$ cat src/drive_sys_pkg.sv
// Constants shared by the drive system parameter block and its helpers.
package drive_sys_pkg;

  // ----------------------------------------------------------------
  // Parameter identifiers seen on the parameter access port
  // ----------------------------------------------------------------
  localparam logic [7:0] ID_VERSION     = 8'h01;
  localparam logic [7:0] ID_LOOP_RATES  = 8'h03;
  localparam logic [7:0] ID_PEEK        = 8'h04;
  localparam logic [7:0] ID_UNLOCK      = 8'h05;
  localparam logic [7:0] ID_LOAD        = 8'h06;
  localparam logic [7:0] ID_RESET_CAUSE = 8'h07;
  localparam logic [7:0] ID_SERIAL_RATE = 8'h08;

  // Sub-indices of the memory peek parameter: format and value beyond the four address bytes, and the last address byte.
  localparam logic [7:0] SUB_PEEK_FMT   = 8'h04;
  localparam logic [7:0] SUB_PEEK_VALUE = 8'h05;
  localparam logic [7:0] SUB_LAST_QUAD  = 8'h03;
  // Version readout values (arbitrary values).
  localparam logic [31:0] VER_SOFTWARE  = 32'h0000_0100;
  localparam logic [31:0] VER_PARAM_SET = 32'h0000_0001;
  localparam logic [31:0] VER_TELEGRAM  = 32'h0000_0001;
  localparam logic [31:0] VER_FIELDBUS  = 32'h0000_0001;

  // ----------------------------------------------------------------
  // Settings, their reset values and the reset cause layout
  // ----------------------------------------------------------------
  // Loop rates in Hz.
  localparam logic [31:0] HZ_100   = 32'd100;
  localparam logic [31:0] HZ_500   = 32'd500;
  localparam logic [31:0] HZ_1K    = 32'd1000;
  localparam logic [31:0] HZ_2K    = 32'd2000;
  localparam logic [31:0] HZ_4K    = 32'd4000;
  localparam logic [31:0] HZ_8K    = 32'd8000;
  localparam logic [31:0] HZ_16K   = 32'd16000;
  localparam logic [31:0] HZ_32K   = 32'd32000;
  localparam logic [31:0] PWM_RST  = 32'd16000;
  localparam logic [31:0] CUR_RST  = 32'd8000;
  localparam logic [31:0] POS_RST  = 32'd1000;
  // Memory peek output format codes.
  localparam logic [31:0] FMT_S32 = 32'hFFFF_FFFC;
  localparam logic [31:0] FMT_S16 = 32'hFFFF_FFFE;
  localparam logic [31:0] FMT_S8  = 32'hFFFF_FFFF;
  localparam logic [31:0] FMT_U8  = 32'h0000_0001;
  localparam logic [31:0] FMT_U16 = 32'h0000_0002;
  localparam logic [31:0] FMT_U32 = 32'h0000_0004;
  // Unlock key words.
  localparam logic [31:0] KEY_TEST0 = 32'd91196599;
  localparam logic [31:0] KEY_TEST1 = 32'd32168421;
  localparam logic [31:0] KEY_USER  = 32'd9441707;
  // Reset cause word layout and guarded reset value.
  localparam int          CAUSE_W        = 13;
  localparam int          CB_WATCHDOG    = 0;
  localparam int          CB_SOFTWARE    = 1;
  localparam int          CB_POWER_ON    = 2;
  localparam int          CB_UPDATE      = 4;
  localparam int          CB_FLASH_WS2   = 8;
  localparam int          CB_WRITTEN     = 12;
  localparam logic [31:0] SW_RESET_VALUE = 32'h0000_AFFE;
  // Load monitor full scale and serial link default rate.
  localparam logic [7:0]  LOAD_FULL = 8'd100;
  localparam logic [31:0] BAUD_RST  = 32'd115200;
endpackage

$ cat src/drive_sys_params.sv
// Functional notes
// - Switching frequency setting accepted from 4 kHz to 32 kHz.
// - Current loop rate setting accepted from 1 kHz to 16 kHz.
// - Position loop rate only 0.1, 0.5, 1 or 2 kHz.
// - Switching and current loop rates come in discrete doubling steps such as 4, 8, 16, 32 kHz.
// - Peek address written over sub-indices 0 to 3; any address readable.
// - Peek format codes -4,-2,-1 signed and 1,2,4 unsigned widths.
// - Unlock keys select test mode 0, test mode 1, user password.
// - Load monitor reports four usages as percent, 100 is full load.
// - Cause bits: 0 watchdog, 1 software, 2 power-on reset.
// - Firmware update reset sets bit 4 and the software bit too.
// - Bit 8 flags two flash wait states programmed.
// - Any write to the reset cause word sets bit 12.
// - Writing 0xAFFE resets the system only while test mode 1 is unlocked.
// - New baud rate takes effect after the answer at the old rate.
// - Serial link baud rate defaults to 115200.
// - Version readout has four read-only sub-indices 0 to 3.
`timescale 1ns/1ps
module drive_sys_params (
  input  wire logic        clock,
  input  wire logic        sys_rst,
  input  wire logic        par_wr,
  input  wire logic        par_rd,
  input  wire logic [7:0]  par_id,
  input  wire logic [7:0]  par_sub,
  input  wire logic [31:0] par_wdata,
  output logic      [31:0] par_rdata,
  output logic             par_ack,
  output logic             par_err,
  input  wire logic        drive_running,
  output logic      [31:0] mem_addr,
  output logic             mem_rd_req,
  input  wire logic [31:0] mem_rdata,
  input  wire logic        mem_rd_valid,
  input  wire logic [7:0]  load_sys_stack,
  input  wire logic [7:0]  load_user_stack,
  input  wire logic [7:0]  load_proc_sig,
  input  wire logic [7:0]  load_mem_alloc,
  input  wire logic        cause_watchdog,
  input  wire logic        cause_software,
  input  wire logic        cause_power_on,
  input  wire logic        cause_update,
  input  wire logic        flash_ws2,
  output logic             sw_reset_req,
  output logic             test_mode0,
  output logic             test_mode1,
  output logic             user_unlocked,
  output logic      [31:0] pwm_freq_hz,
  output logic      [31:0] cur_loop_hz,
  output logic      [31:0] pos_loop_hz,
  input  wire logic        serial_resp_done,
  output logic      [31:0] serial_baud
);

  // ----------------------------------------------------------------
  // State
  // ----------------------------------------------------------------
  typedef enum logic {PH_IDLE, PH_PEEK} phase_type;

  typedef struct packed {
    phase_type                          phase;
    logic [31:0]                        pwm_hz;
    logic [31:0]                        cur_hz;
    logic [31:0]                        pos_hz;
    logic [31:0]                        peek_addr;
    logic [31:0]                        peek_fmt;
    logic [31:0]                        unlock;
    logic [31:0]                        baud_active;
    logic [31:0]                        baud_pending;
    logic                               baud_switch;
    logic [3:0]                         resp_open;
    logic [3:0]                         baud_wait;
    logic [drive_sys_pkg::CAUSE_W-1:0]  cause;
    logic                               caught;
    logic [31:0]                        rdata;
    logic                               ack;
    logic                               err;
    logic                               mem_req;
    logic                               swrst;
  } state_type;

  localparam state_type STATE_RST = '{
    phase:        PH_IDLE,
    pwm_hz:       drive_sys_pkg::PWM_RST,
    cur_hz:       drive_sys_pkg::CUR_RST,
    pos_hz:       drive_sys_pkg::POS_RST,
    peek_addr:    32'h0000_0000,
    peek_fmt:     drive_sys_pkg::FMT_U32,
    unlock:       32'h0000_0000,
    baud_active:  drive_sys_pkg::BAUD_RST,
    baud_pending: drive_sys_pkg::BAUD_RST,
    baud_switch:  1'b0,
    resp_open:    4'h0,
    baud_wait:    4'h0,
    cause:        '0,
    caught:       1'b0,
    rdata:        32'h0000_0000,
    ack:          1'b0,
    err:          1'b0,
    mem_req:      1'b0,
    swrst:        1'b0
  };

  state_type   s_r;
  state_type   s_nxt;
  logic [31:0] peek_value;

  // ----------------------------------------------------------------
  // Helper functions
  // ----------------------------------------------------------------
  function automatic logic pwm_ok(input logic [31:0] hz);
    pwm_ok = (hz == drive_sys_pkg::HZ_4K) || (hz == drive_sys_pkg::HZ_8K) ||
             (hz == drive_sys_pkg::HZ_16K) || (hz == drive_sys_pkg::HZ_32K);
  endfunction

  function automatic logic cur_ok(input logic [31:0] hz);
    cur_ok = (hz == drive_sys_pkg::HZ_1K) || (hz == drive_sys_pkg::HZ_2K) ||
             (hz == drive_sys_pkg::HZ_4K) || (hz == drive_sys_pkg::HZ_8K) ||
             (hz == drive_sys_pkg::HZ_16K);
  endfunction

  function automatic logic pos_ok(input logic [31:0] hz);
    pos_ok = (hz == drive_sys_pkg::HZ_100) || (hz == drive_sys_pkg::HZ_500) ||
             (hz == drive_sys_pkg::HZ_1K) || (hz == drive_sys_pkg::HZ_2K);
  endfunction

  function automatic logic fmt_ok(input logic [31:0] code);
    fmt_ok = (code == drive_sys_pkg::FMT_S32) || (code == drive_sys_pkg::FMT_S16) ||
             (code == drive_sys_pkg::FMT_S8) || (code == drive_sys_pkg::FMT_U8) ||
             (code == drive_sys_pkg::FMT_U16) || (code == drive_sys_pkg::FMT_U32);
  endfunction

  // Percentages above full load are shown as full load.
  function automatic logic [31:0] pct(input logic [7:0] raw);
    pct = (raw > drive_sys_pkg::LOAD_FULL) ? {24'h00_0000, drive_sys_pkg::LOAD_FULL}
                                           : {24'h00_0000, raw};
  endfunction

  // ----------------------------------------------------------------
  // Peeked word formatting
  // ----------------------------------------------------------------
  peek_formatter u_fmt (
    .word  (mem_rdata),
    .fmt   (s_r.peek_fmt),
    .value (peek_value)
  );

  // ----------------------------------------------------------------
  // Next state
  // ----------------------------------------------------------------
  // Requests are taken only in PH_IDLE; a request during a peek is ignored.
  always_comb begin
    logic [31:0] p;
    logic [31:0] c;
    logic [31:0] q;
    s_nxt         = s_r;
    p             = s_r.pwm_hz;
    c             = s_r.cur_hz;
    q             = s_r.pos_hz;
    s_nxt.ack     = 1'b0;
    s_nxt.err     = 1'b0;
    s_nxt.mem_req = 1'b0;
    s_nxt.swrst   = 1'b0;

    // Reset causes are caught once, on the first edge after release.
    if (!s_r.caught) begin
      s_nxt.caught                          = 1'b1;
      s_nxt.cause[drive_sys_pkg::CB_WATCHDOG] = cause_watchdog;
      s_nxt.cause[drive_sys_pkg::CB_SOFTWARE] = cause_software | cause_update;
      s_nxt.cause[drive_sys_pkg::CB_POWER_ON] = cause_power_on;
      s_nxt.cause[drive_sys_pkg::CB_UPDATE]   = cause_update;
      s_nxt.cause[drive_sys_pkg::CB_FLASH_WS2] = flash_ws2;
    end

    // Answers handed to the link and not yet fully sent. A stray done pulse
    // after reset must not wrap the count; more than 15 in flight is unsupported.
    s_nxt.resp_open = s_r.resp_open + {3'h0, s_r.ack};
    if (serial_resp_done && s_nxt.resp_open != 4'h0) begin
      s_nxt.resp_open = s_nxt.resp_open - 4'h1;
    end
    // The link keeps the old rate until every answer queued ahead of the
    // rate write, and the write's own answer, has left the wire.
    if (serial_resp_done && s_r.baud_switch) begin
      s_nxt.baud_wait = s_r.baud_wait - 4'h1;
      if (s_r.baud_wait <= 4'h1) begin
        s_nxt.baud_active = s_r.baud_pending;
        s_nxt.baud_switch = 1'b0;
      end
    end

    case (s_r.phase)
      PH_PEEK: begin
        if (mem_rd_valid) begin
          s_nxt.rdata = peek_value;
          s_nxt.ack   = 1'b1;
          s_nxt.phase = PH_IDLE;
        end
      end
      PH_IDLE: begin
        if (par_wr) begin
          s_nxt.ack = 1'b1;
          case (par_id)
            drive_sys_pkg::ID_LOOP_RATES: begin
              case (par_sub)
                8'h00:   p = par_wdata;
                8'h01:   c = par_wdata;
                8'h02:   q = par_wdata;
                default: p = 32'h0000_0000;
              endcase
              // Rates are only taken while stopped and in proper order.
              if (!drive_running && pwm_ok(p) && cur_ok(c) && pos_ok(q)
                  && (p >= c) && (c >= q)) begin
                s_nxt.pwm_hz = p;
                s_nxt.cur_hz = c;
                s_nxt.pos_hz = q;
              end else begin
                s_nxt.err = 1'b1;
              end
            end
            drive_sys_pkg::ID_PEEK: begin
              if (par_sub <= drive_sys_pkg::SUB_LAST_QUAD) begin
                s_nxt.peek_addr[{par_sub[1:0], 3'b000} +: 8] = par_wdata[7:0];
              end else if (par_sub == drive_sys_pkg::SUB_PEEK_FMT && fmt_ok(par_wdata)) begin
                s_nxt.peek_fmt = par_wdata;
              end else begin
                s_nxt.err = 1'b1;
              end
            end
            drive_sys_pkg::ID_UNLOCK: begin
              s_nxt.unlock = par_wdata;
            end
            drive_sys_pkg::ID_RESET_CAUSE: begin
              s_nxt.cause[drive_sys_pkg::CB_WRITTEN] = 1'b1;
              if (par_wdata == drive_sys_pkg::SW_RESET_VALUE
                  && s_r.unlock == drive_sys_pkg::KEY_TEST1) begin
                s_nxt.swrst = 1'b1;
              end
            end
            drive_sys_pkg::ID_SERIAL_RATE: begin
              // A zero rate could never be left again, so it is refused.
              if (par_wdata != 32'h0000_0000) begin
                s_nxt.baud_pending = par_wdata;
                s_nxt.baud_switch  = 1'b1;
                s_nxt.baud_wait    = s_nxt.resp_open + 4'h1;
              end else begin
                s_nxt.err = 1'b1;
              end
            end
            default: s_nxt.err = 1'b1;
          endcase
        end else if (par_rd) begin
          s_nxt.ack   = 1'b1;
          s_nxt.rdata = 32'h0000_0000;
          case (par_id)
            drive_sys_pkg::ID_VERSION: begin
              case (par_sub)
                8'h00:   s_nxt.rdata = drive_sys_pkg::VER_SOFTWARE;
                8'h01:   s_nxt.rdata = drive_sys_pkg::VER_PARAM_SET;
                8'h02:   s_nxt.rdata = drive_sys_pkg::VER_TELEGRAM;
                8'h03:   s_nxt.rdata = drive_sys_pkg::VER_FIELDBUS;
                default: s_nxt.err   = 1'b1;
              endcase
            end
            drive_sys_pkg::ID_LOOP_RATES: begin
              case (par_sub)
                8'h00:   s_nxt.rdata = s_r.pwm_hz;
                8'h01:   s_nxt.rdata = s_r.cur_hz;
                8'h02:   s_nxt.rdata = s_r.pos_hz;
                default: s_nxt.err   = 1'b1;
              endcase
            end
            drive_sys_pkg::ID_PEEK: begin
              if (par_sub <= drive_sys_pkg::SUB_LAST_QUAD) begin
                s_nxt.rdata = {24'h00_0000, s_r.peek_addr[{par_sub[1:0], 3'b000} +: 8]};
              end else if (par_sub == drive_sys_pkg::SUB_PEEK_FMT) begin
                s_nxt.rdata = s_r.peek_fmt;
              end else if (par_sub == drive_sys_pkg::SUB_PEEK_VALUE) begin
                // The answer waits for the memory; no ack until it returns.
                s_nxt.ack     = 1'b0;
                s_nxt.mem_req = 1'b1;
                s_nxt.phase   = PH_PEEK;
              end else begin
                s_nxt.err = 1'b1;
              end
            end
            drive_sys_pkg::ID_UNLOCK: s_nxt.rdata = s_r.unlock;
            drive_sys_pkg::ID_LOAD: begin
              case (par_sub)
                8'h00:   s_nxt.rdata = pct(load_sys_stack);
                8'h01:   s_nxt.rdata = pct(load_user_stack);
                8'h02:   s_nxt.rdata = pct(load_proc_sig);
                8'h03:   s_nxt.rdata = pct(load_mem_alloc);
                default: s_nxt.err   = 1'b1;
              endcase
            end
            drive_sys_pkg::ID_RESET_CAUSE: begin
              s_nxt.rdata = {{(32 - drive_sys_pkg::CAUSE_W){1'b0}}, s_r.cause};
            end
            drive_sys_pkg::ID_SERIAL_RATE: begin
              s_nxt.rdata = s_r.baud_switch ? s_r.baud_pending : s_r.baud_active;
            end
            default: s_nxt.err = 1'b1;
          endcase
        end
      end
      default: s_nxt.phase = PH_IDLE;
    endcase
  end

  // ----------------------------------------------------------------
  // State register
  // ----------------------------------------------------------------
  always_ff @(posedge clock) begin
    if (sys_rst) begin
      s_r <= STATE_RST;
    end else begin
      s_r <= s_nxt;
    end
  end

  // ----------------------------------------------------------------
  // Outputs
  // ----------------------------------------------------------------
  // Every output is a field of the state register, except the unlock flags, which are decoded from the unlock field.
  assign par_rdata     = s_r.rdata;
  assign par_ack       = s_r.ack;
  assign par_err       = s_r.err;
  assign mem_addr      = s_r.peek_addr;
  assign mem_rd_req    = s_r.mem_req;
  assign sw_reset_req  = s_r.swrst;
  assign test_mode0    = (s_r.unlock == drive_sys_pkg::KEY_TEST0);
  assign test_mode1    = (s_r.unlock == drive_sys_pkg::KEY_TEST1);
  assign user_unlocked = (s_r.unlock == drive_sys_pkg::KEY_USER);
  assign pwm_freq_hz   = s_r.pwm_hz;
  assign cur_loop_hz   = s_r.cur_hz;
  assign pos_loop_hz   = s_r.pos_hz;
  assign serial_baud   = s_r.baud_active;

endmodule

$ cat src/peek_formatter.sv
// Sign or zero extension of a peeked memory word by its format code.
`timescale 1ns/1ps
module peek_formatter (
  input  wire logic [31:0] word,
  input  wire logic [31:0] fmt,
  output logic      [31:0] value
);

  // ----------------------------------------------------------------
  // Format selection
  // ----------------------------------------------------------------
  // Codes are checked on write and reset loads FMT_U32, so an unknown code here only comes before reset.
  always_comb begin
    case (fmt)
      drive_sys_pkg::FMT_S8:  value = {{24{word[7]}}, word[7:0]};
      drive_sys_pkg::FMT_S16: value = {{16{word[15]}}, word[15:0]};
      drive_sys_pkg::FMT_U8:  value = {24'h00_0000, word[7:0]};
      drive_sys_pkg::FMT_U16: value = {16'h0000, word[15:0]};
      default:                value = word;
    endcase
  end

endmodule

$ cat config.mk
export PLATFORM = sky130hd
export DESIGN_NAME = drive_sys_params
export DESIGN_NICKNAME = d
export VERILOG_FILES = /design/src/drive_sys_pkg.sv /design/src/drive_sys_params.sv /design/src/peek_formatter.sv
export SDC_FILE = /design/constraint.sdc
export NUM_CORES = 1
export LEC_CHECK = 0
export BUFFER_PORTS_ARGS = -buffer_cell sky130_fd_sc_hd__buf_2
export CELL_PAD_IN_SITES_DETAIL_PLACEMENT = 0
export CELL_PAD_IN_SITES_GLOBAL_PLACEMENT = 1
export CORE_MARGIN = 2
export CORE_UTILIZATION = 46
export DETAILED_ROUTE_END_ITERATION = 8
export PLACE_DENSITY_LB_ADDON = 0.12
export SLEW_MARGIN = 5
export SYNTH_ARGS = -nofsm -noshare
export SYNTH_HDL_FRONTEND = slang
export SYNTH_SLANG_ARGS = --single-unit
$ cat constraint.sdc
create_clock -name clock -period 16.8 [get_ports clock]
set_input_delay 1.68 -clock clock [delete_from_list [all_inputs] [get_ports clock]]
set_output_delay 1.68 -clock clock [all_outputs]
set_load 0.05 [all_outputs]
==> out/results.tsv, run 1 <==
metric	value	unit
antenna_found_initial	6	
hp-class	register to register	
synth-edff-count	0	
power_leakage	8.11	nW
overflow	0	
synth_warnings	0	
netlist_instances	2340	
drc	0	
h-tree-depth	2	
die_w	206	µm
slew_viol_final	0	
hold_violations	0	
post_cts_buffers	0	
clk_latency	560	ps
multiInputGateArea	10400	µm²
holdBufCountCts	0	
power	1.70	mW
fin_cells	2924	
p_comb_share	9.1	%
startpoint_type	input pin	
drive_gt1_share	18.1	%
area.sequential	6190	µm²
cts_resized	0	
viasPerCell	6.11	
critPathMaxFanout	85	
fin_nets	2564	
ys_ff_latch	309	
cts_num_sinks	309	
slew_headroom	7.86	%
grt_pass1_vias	16600	
switching_share	25.8	%
ctsLongestPathBuffers	3	
syn_nets	2538	
first_pass_iters	5	
p_sw	0.439	mW
vdd_ir_drop_max	71.9	µV
final_common_cell	buf_2	
final_cell_mix	321 x buf_2, 308 x dfxtp_1, 282 x nand2_1	
cts-root-buf	clkbuf_16	
ant_nets	0	
port_buffers	322	
wl	74000	µm
yosys.cell_types.count	76	
die_area	42600	µm²
path_clk_slew	60	ps
globalplace.congestion	0.939	
floorplan.initialDensity	46.4	%
syn_avg_cell_area	8.05	µm²
syn_to_final_growth	8.56	%
grt_setup_unrepaired	no	
nFillCells	4050	
ys.flop_type	dfxtp_1	
num_vias	17900	
min_period	6560	ps
finClkSkew	18.1	ps
grt_max_degree	211	
status	completed	
synth.yosys.seq_area_share	32.8	%
initialDrtViolationCount	1796	
clock.fmax	152	MHz
clockPowerShare	47.1	%
netlist_area	18800	µm²
die_h	206	µm
period_share	39.1	%
critical_path_class	input pin to register	
cts_tree	yes	
power_density	83.2	nW/µm²
crit_arrival	7010	ps
hpwl	54100	µm
pin_count	323	
seqPwrFrac	43.9	%
dp_cells	2861	
maxCapViolCount	0	
fp-row-count	74	
final.setup.tns	0	ps
grt_util_all_layers	33.8	%
required	17250	ps
p_int	1.26	mW
setup_viol	0	
core_area	40600	µm²
wire_per_inst	25.3	µm
tightestPinTransition	1380	ps
async_flop_share	0	%
cts_inserted_buffers	35	
end_kind	register	
grt_first_pass_wirelength	108000	µm
==> worst max-delay path, cell delays in order <==
cell      delay [ps]
buf_2            310
ha_1             580
inv_1            210
nor3_4           200
buf_4            670
mux2i_1          340
inv_1             80
ha_1             310
nand4_1          130
nor4_1           460
a2111o_1         240
a311o_1          160
o221ai_1         190
nor4_4           210
buf_4            740
mux2_1           380
==> metal layers <==
layer  vias to the layer above  global-route usage (%)  share of wire [%]
met5                         -                       0              0.069
met4                        10                    12.9                3.8
met3                       144                    6.75                8.5
met2                       875                    52.4                 44
met1                      8564                    46.2                 44
li1                       8266                       -                  -
==> registers in the layout, summed over array words and instances (netlist names) <==
register / cells
mem_addr: 32
pos_loop_hz: 32
serial_baud: 32
pwm_freq_hz: 32
cur_loop_hz: 32
par_rdata: 32
par_err: 1
mem_rd_req: 1
par_ack: 1
s_r: 113
sw_reset_req: 1
==> power groups by stage <==
stage,clock network (mW),logic (mW),registers (mW)
final,0.801,0.154,0.746
after global routing,0.844,0.165,0.746
after CTS,0.816,0.152,0.746
after detailed placement,0,0.152,0.762
after global placement,0,0.151,0.762
after floorplan,0,0.0983,0.761
==> Yosys cell counts, drive strengths merged (7+ instances only) <==
cell    instances  area share, %
mux2           11           0.66
o221ai          7           0.33
a22o           21           0.98
ha             74            4.9
nand3          62            1.6
clkbuf        139            2.8
nand4b          8           0.37
mux4            8           0.96
a311oi         18           0.84
a22oi          85            3.4
and2           13           0.43
nand2         283            5.7
mux2i         147            7.8
o22ai           8           0.27
nor2          178            3.5
a221oi         12           0.56
o21ai         110            2.9
nor4b           9           0.50
nand2b         10           0.33
nor4           41            1.6
nand4          29           0.96
or3             8           0.27
dfxtp         309             33
and3           10           0.33
a211oi         18           0.72
nor3b          73            2.9
xor2            8           0.37
a21oi         191            5.1
nor4bb          7           0.37
buf           223            8.5
inv            57            1.1
nor2b          18           0.60
a21o           11           0.44
or4             7           0.28
a31oi          12           0.40
nor3           43            1.2
==> final timing paths <==
check,start,slack [ps],endpoint,cells after the start
min,s_r[49]$_SDFFE_PP0P_,460,s_r[49]$_SDFFE_PP0P_,2
max,par_sub[0],10240,pos_loop_hz[2]$_SDFFE_PP0P_,16
min reg2reg,s_r[49]$_SDFFE_PP0P_,460,s_r[49]$_SDFFE_PP0P_,2
max reg2reg,pos_loop_hz[6]$_SDFFE_PP1P_,12870,pos_loop_hz[2]$_SDFFE_PP0P_,8
==> through the flow <==
step | utilization [%] | setup slack (ps) | hold slack [ps] | instance area [µm²]
finish | 50.3 | 10240 | 457 | 20500
global route | 50.3 | 9900 | 479 | 20500
CTS | 50.3 | 10320 | 452 | 20500
detailed placement | 47.4 | 9730 | 442 | 19300
global placement | 47.4 | 9870 | 438 | 19300
floorplan | - | 10290 | 425 | 18800
==> cell families (layout without fill, tap and decap cells) <==
kind of cell,after synthesis,count (layout),share of synthesized area [%]
compound gates,541,541,18.0
flops,309,309,32.8
simple gates,819,819,21.9
other cells,0,1,0
mux,166,166,9.42
fa+ha+maj,74,74,4.91
buf+inv,419,470,12.4
xor+xnor,12,12,0.558
==> area by class of cell <==
| cell class | instances | share of cell area [%] |
|---|---|---|
| Antenna cell | 1 | 0.0122 |
| Clock buffer | 50 | 4.85 |
| Clock inverter | 12 | 0.936 |
| Inverter | 57 | 1.05 |
| Multi-Input combinational cell | 1612 | 50.6 |
| Sequential cell | 309 | 30.2 |
| Tap cell | 532 | 3.25 |
| Timing Repair Buffer | 351 | 9.05 |
Note: power is estimated with default switching activity, not from simulation.
==> run 2, diff against run 1 <==
CORE_UTILIZATION = 38   (was 46)
clock period = 5.5 ns   (was 16.8 ns; I/O delays follow)
==> out/results.tsv, run 2 (synthesis gave the netlist of run 1 again) <==
metric	value	unit	change
end_kind	register		unchanged
port_buffers	322		unchanged
seqPwrFrac	42.8	%	was 43.9%
grt_pass1_vias	17200		was 16600
fin_ws	995	ps	was 10240 ps
num_vias	17900		about the same
power	5.33	mW	was 1.70 mW
slowest_delay	690	ps	was 740 ps
min-delay-start	cause_power_on		was s_r[49]$_SDFFE_PP0P_
switching_share	26.1	%	was 25.8%
die_w	227	µm	was 206 µm
r2r_end	cur_loop_hz[31]$_SDFFE_PP0P_		was pos_loop_hz[2]$_SDFFE_PP0P_
dp_cells	3013		was 2861
pin_count	323		unchanged
largest_register	s_r		unchanged
min_period	4500	ps	
fin_cells	3085		was 2924
largest_reg_flops	113		unchanged
core_area	49000	µm²	was 40600 µm²
first_pass_iters	6		was 5
critPathMaxFanout	61		was 85
post_cts_buffers	0		unchanged
period_share	81.9	%	
min_path_cells	3		was 2
slew_viol_final	0		unchanged
clock.fmax	222	MHz	
slew_headroom	23.1	%	was 7.86%
cts-root-buf	clkbuf_16		unchanged
overflow	0		unchanged
p_comb_share	9.0	%	was 9.1%
crit_chain	buf_2 > ha_1 > nand2b_1 > nor4_4 > mux2i_1 > ha_1 > a21oi_1 > o21ai_0 > a2111o_1 > a311o_1 > o221ai_1 > nor4_4 > buf_12 > buf_12 > nor3b_1		was buf_2 > ha_1 > inv_1 > nor3_4 > buf_4 > mux2i_1 > inv_1 > ha_1 > nand4_1 > nor4_1 > a2111o_1 > a311o_1 > o221ai_1 > nor4_4 > buf_4 > mux2_1
clockPowerShare	48.2	%	was 47.1%
setup_viol	0		unchanged
final.setup.tns	0	ps	unchanged
status	completed		unchanged
drc	0		unchanged
crit_arrival	4980	ps	was 7010 ps
p_int	3.93	mW	was 1.26 mW
antenna_found_initial	8		was 6
place_area	19600	µm²	was 19300 µm²
syn_to_final_growth	11.0	%	was 8.56%
die_h	227	µm	was 206 µm
wl	79100	µm	was 74000 µm
finClkSkew	16.3	ps	was 18.1 ps
grt_max_degree	81		was 211
viasPerCell	5.82		was 6.11
path_clk_slew	50	ps	was 60 ps
fin_nets	2586		was 2564
hp-class	input pin to register		was register to register
grt_util_all_layers	30.3	%	was 33.8%
final_cell_mix	321 x buf_2, 308 x dfxtp_1, 282 x nand2_1		unchanged
fin_util	42.7	%	was 50.3%
final_common_cell	buf_2		unchanged
ctsLongestPathBuffers	3		unchanged
fin_area	20900	µm²	was 20500 µm²
cts_inserted_buffers	37		was 35
critical_path_class	input pin to register		unchanged
drive_gt1_share	19.1	%	was 18.1%
wire_per_inst	25.6	µm	was 25.3 µm
startpoint_type	input pin		unchanged
floorplan.initialDensity	38.5	%	was 46.4%
r2r_cells	12		was 8
p_sw	1.39	mW	was 0.439 mW
clk_latency	570	ps	was 560 ps
cts_tree	yes		unchanged
die_area	51400	µm²	was 42600 µm²
maxCapViolCount	0		unchanged
vdd_ir_drop_max	195	µV	was 71.9 µV
power_leakage	8.27	nW	was 8.11 nW
cts_num_sinks	309		unchanged
fp-row-count	81		was 74
initialDrtViolationCount	1542		was 1796
power_density	255	nW/µm²	was 83.2 nW/µm²
holdBufCountCts	0		unchanged
ant_nets	0		unchanged
crit_path_start	par_sub[1]		was par_sub[0]
required	5970	ps	was 17250 ps
hold_violations	0		unchanged
hpwl	58900	µm	was 54100 µm
r2r_slack	1850	ps	was 12870 ps
critPathSlowestCell	nor4_4		was buf_4
h-tree-depth	2		unchanged
cts_resized	0		unchanged
pre_cts_slack	514	ps	was 9730 ps
holdWs	217	ps	was 457 ps
globalplace.congestion	0.897		was 0.939
hold-path-endpoint	s_r[39]$_SDFFE_PP0N_		was s_r[49]$_SDFFE_PP0P_
reg2reg_from	cur_loop_hz[5]$_SDFFE_PP0P_		was pos_loop_hz[6]$_SDFFE_PP1P_
grt_first_pass_wirelength	116000	µm	was 108000 µm
grt_setup_unrepaired	no		unchanged
tightestPinTransition	1150	ps	was 1380 ps
run 2: changes by cell type in the layout (fill, tap and decap cells not counted), moves of 2 or more:
cell	before	now
buf_4	28	45
diode_2	1	5
buf_12	1	4
clkbuf_16	35	38
clkinv_2	3	6
clkbuf_1	9	7
clkbuf_8	6	8
run 2: worst max-delay path, delay by kind of cell:
family / cells / cell delay, ps
AO/OA/AOI/OAI: 5 / 1440
AND/OR/NAND/NOR: 4 / 1120
buffers and inverters: 3 / 690
adder cells (fa/ha/maj): 2 / 770
multiplexers: 1 / 330
run 2: worst max path at each step:
stage,cells past startpoint,slack (ps),end
after global routing,15,710,cur_loop_hz[24]$_SDFFE_PP0P_
after CTS,15,1090,pwm_freq_hz[24]$_SDFFE_PP0P_
after detailed placement,15,510,pwm_freq_hz[31]$_SDFFE_PP0P_
after global placement,16,590,cur_loop_hz[31]$_SDFFE_PP0P_
after floorplan,19,120,cur_loop_hz[3]$_SDFFE_PP0P_
final,15,1000,cur_loop_hz[31]$_SDFFE_PP0P_
run 2: power groups by stage:
stage / registers, mW / logic, mW / clock network (mW)
3_5_place_dp: 2.33 / 0.471 / 0
5_1_grt: 2.28 / 0.516 / 2.71
6_report: 2.28 / 0.478 / 2.57
2_1_floorplan: 2.33 / 0.300 / 0
3_3_place_gp: 2.33 / 0.470 / 0
4_1_cts: 2.28 / 0.474 / 2.63
run 2: area by class of cell:
type / instances / area (µm²)
antenna: 5 / 12.5
clock buffer: 53 / 1090
clock inverter: 14 / 180
fill: 5072 / 28000
inverter: 57 / 214
multi-input combinational: 1612 / 10400
sequential: 309 / 6190
tap: 664 / 831
timing repair buffer: 371 / 2040
run 2: layer usage:
metal  vias up  part of all wire, %  track usage (%)  wire (µm)
met3       118                  7.1             5.66       5640
met4         6                  2.9             9.47       2280
met2       720                   45             48.1      35700
met5         -                0.042                0         33
met1      8789                   45             41.5      35400
li1       8312                    -                -          -
==> run 3, diff against run 2 <==
clock period = 3.9 ns   (was 5.5 ns; I/O delays follow)
==> out/results.tsv, run 3 (synthesis gave the netlist of run 1 again) <==
metric	value	unit	change
status	completed		unchanged
post_cts_buffers	0		unchanged
critical_path_class	input pin to register		unchanged
seqPwrFrac	42.3	%	was 42.8%
ctsLongestPathBuffers	3		unchanged
final_common_cell	buf_2		unchanged
cts_inserted_buffers	37		unchanged
viasPerCell	5.76		was 5.82
switching_share	25.8	%	was 26.1%
syn_to_final_growth	17.9	%	was 11.0%
pre_cts_slack	-523	ps	was 514 ps
die_w	227	µm	unchanged
num_vias	18600		was 17900
clk_latency	570	ps	about the same
h-tree-depth	2		unchanged
grt_setup_unrepaired	no		unchanged
grt_pass1_vias	17900		was 17200
p_comb_share	9.5	%	was 9.0%
floorplan.initialDensity	38.5	%	unchanged
startpoint_type	input pin		unchanged
holdBufCountCts	0		unchanged
maxCapViolCount	0		unchanged
clock.fmax	271	MHz	
grt_first_pass_wirelength	119000	µm	was 116000 µm
fin_ws	206	ps	was 995 ps
clockPowerShare	48.2	%	about the same
p_int	5.63	mW	was 3.93 mW
p_sw	1.96	mW	was 1.39 mW
dp_cells	3163		was 3013
cts-root-buf	clkbuf_16		unchanged
cts_num_sinks	309		unchanged
min_period	3690	ps	
fp-row-count	81		unchanged
hold_violations	0		unchanged
antenna_found_initial	6		was 8
power	7.59	mW	was 5.33 mW
largest_reg_flops	113		unchanged
required	4290	ps	was 5970 ps
cts_tree	yes		unchanged
globalplace.congestion	0.967		was 0.897
crit_arrival	4080	ps	was 4980 ps
grt_max_degree	93		was 81
drive_gt1_share	24.4	%	was 19.1%
die_area	51400	µm²	unchanged
die_h	227	µm	unchanged
slew_headroom	18.5	%	was 23.1%
drc	0		unchanged
nFillCells	4990		was 5072
initialDrtViolationCount	1892		was 1542
fin_cells	3233		was 3085
period_share	94.7	%	
final_cell_mix	321 x buf_2, 308 x dfxtp_1, 282 x nand2_1		unchanged
first_pass_iters	6		unchanged
power_density	342	nW/µm²	was 255 nW/µm²
fin_nets	2736		was 2586
vdd_ir_drop_max	258	µV	was 195 µV
overflow	0		unchanged
setup_viol	0		unchanged
largest_register	s_r		unchanged
ant_nets	0		unchanged
power_leakage	9.04	nW	was 8.27 nW
port_buffers	322		unchanged
wl	81900	µm	was 79100 µm
holdWs	58.9	ps	was 217 ps
pin_count	323		unchanged
grt_util_all_layers	31.3	%	was 30.3%
hpwl	62600	µm	was 58900 µm
core_area	49000	µm²	unchanged
end_kind	register		unchanged
finClkSkew	16.9	ps	was 16.3 ps
path_clk_slew	60	ps	was 50 ps
tightestPinTransition	1220	ps	was 1150 ps
critPathMaxFanout	34		was 61
slew_viol_final	0		unchanged
wire_per_inst	25.3	µm	was 25.6 µm
hp-class	input pin to register		unchanged
r2r_slack	620	ps	was 1850 ps
==> run 3: changes by cell type in the layout (fill, tap and decap cells not counted), sizes merged <==
cell / change
inv: -1
diode: -2
clkinvlp: -1
bufinv: +1
clkinv: +1
buf: +150
==> run 3: power groups by stage <==
| stage | Combinational, mW | Clock [mW] | Sequential, mW |
|---|---|---|---|
| finish | 0.722 | 3.66 | 3.21 |
| global route | 0.775 | 3.86 | 3.21 |
| CTS | 0.716 | 3.73 | 3.21 |
| detailed placement | 0.713 | 0 | 3.28 |
| global placement | 0.707 | 0 | 3.28 |
| floorplan | 0.430 | 0 | 3.28 |
==> run 3: through the flow <==
stage               TNS [ps]  area, µm²  util [%]
detailed placement    -44410      20900      42.8
CTS                        0      22200      45.4
global placement      -37910      20900      42.8
global route               0      22200      45.4
floorplan              -9120      19000         -
finish                     0      22200      45.4
==> run 3: worst max-delay path, cell delays in order <==
cell     delay (ps)
buf_2           110
inv_2            60
ha_2            200
buf_4           210
inv_1           110
nor3_4          160
buf_12          190
buf_12          120
mux2i_1         210
inv_1            70
ha_1            270
nand4_1         100
a21oi_1         160
o22ai_1         140
or4_4           570
nor4_4          450
buf_12          220
buf_12          200
nor3b_1          80
==> run 3: final cells by class <==
cell class                      instances  area (µm²)  area share [%]
Multi-Input combinational cell       1612       10400            46.9
Sequential cell                       309        6190            27.9
Timing Repair Buffer                  521        3290            14.8
Clock buffer                           53        1080            4.85
Tap cell                              664         831            3.74
Inverter                               57         214           0.963
Clock inverter                         14         199           0.896
Antenna cell                            3        7.51          0.0338
==> run 3: path summary, 6_finish.rpt <==
check,from,to,depth (start not counted)
worst max-delay path,par_sub[1],pwm_freq_hz[24]$_SDFFE_PP0P_,19
worst max register to register,pos_loop_hz[27]$_SDFFE_PP0P_,pwm_freq_hz[24]$_SDFFE_PP0P_,11
worst min register to register,s_r[71]$_SDFFE_PP0P_,serial_baud[12]$_SDFFE_PP0P_,2
worst min-delay path,cause_watchdog,s_r[37]$_SDFFE_PP0N_,3
==> run 3: layer usage <==
| layer | global-route usage [%] | vias up | wire length, µm |
|---|---|---|---|
| met3 | 5.46 | 140 | 6140 |
| met1 | 42.7 | 9058 | 36400 |
| met4 | 10.7 | 8 | 2810 |
| met5 | 0 | - | 60 |
| met2 | 49.6 | 815 | 36500 |
| li1 | - | 8614 | - |
==> run 3: what timing repair did <==
item | CTS | global route
endpoints found under the hold margin | 0 | 0
gates resized for setup | 0 | 1
endpoints found under the setup margin | 0 | 66
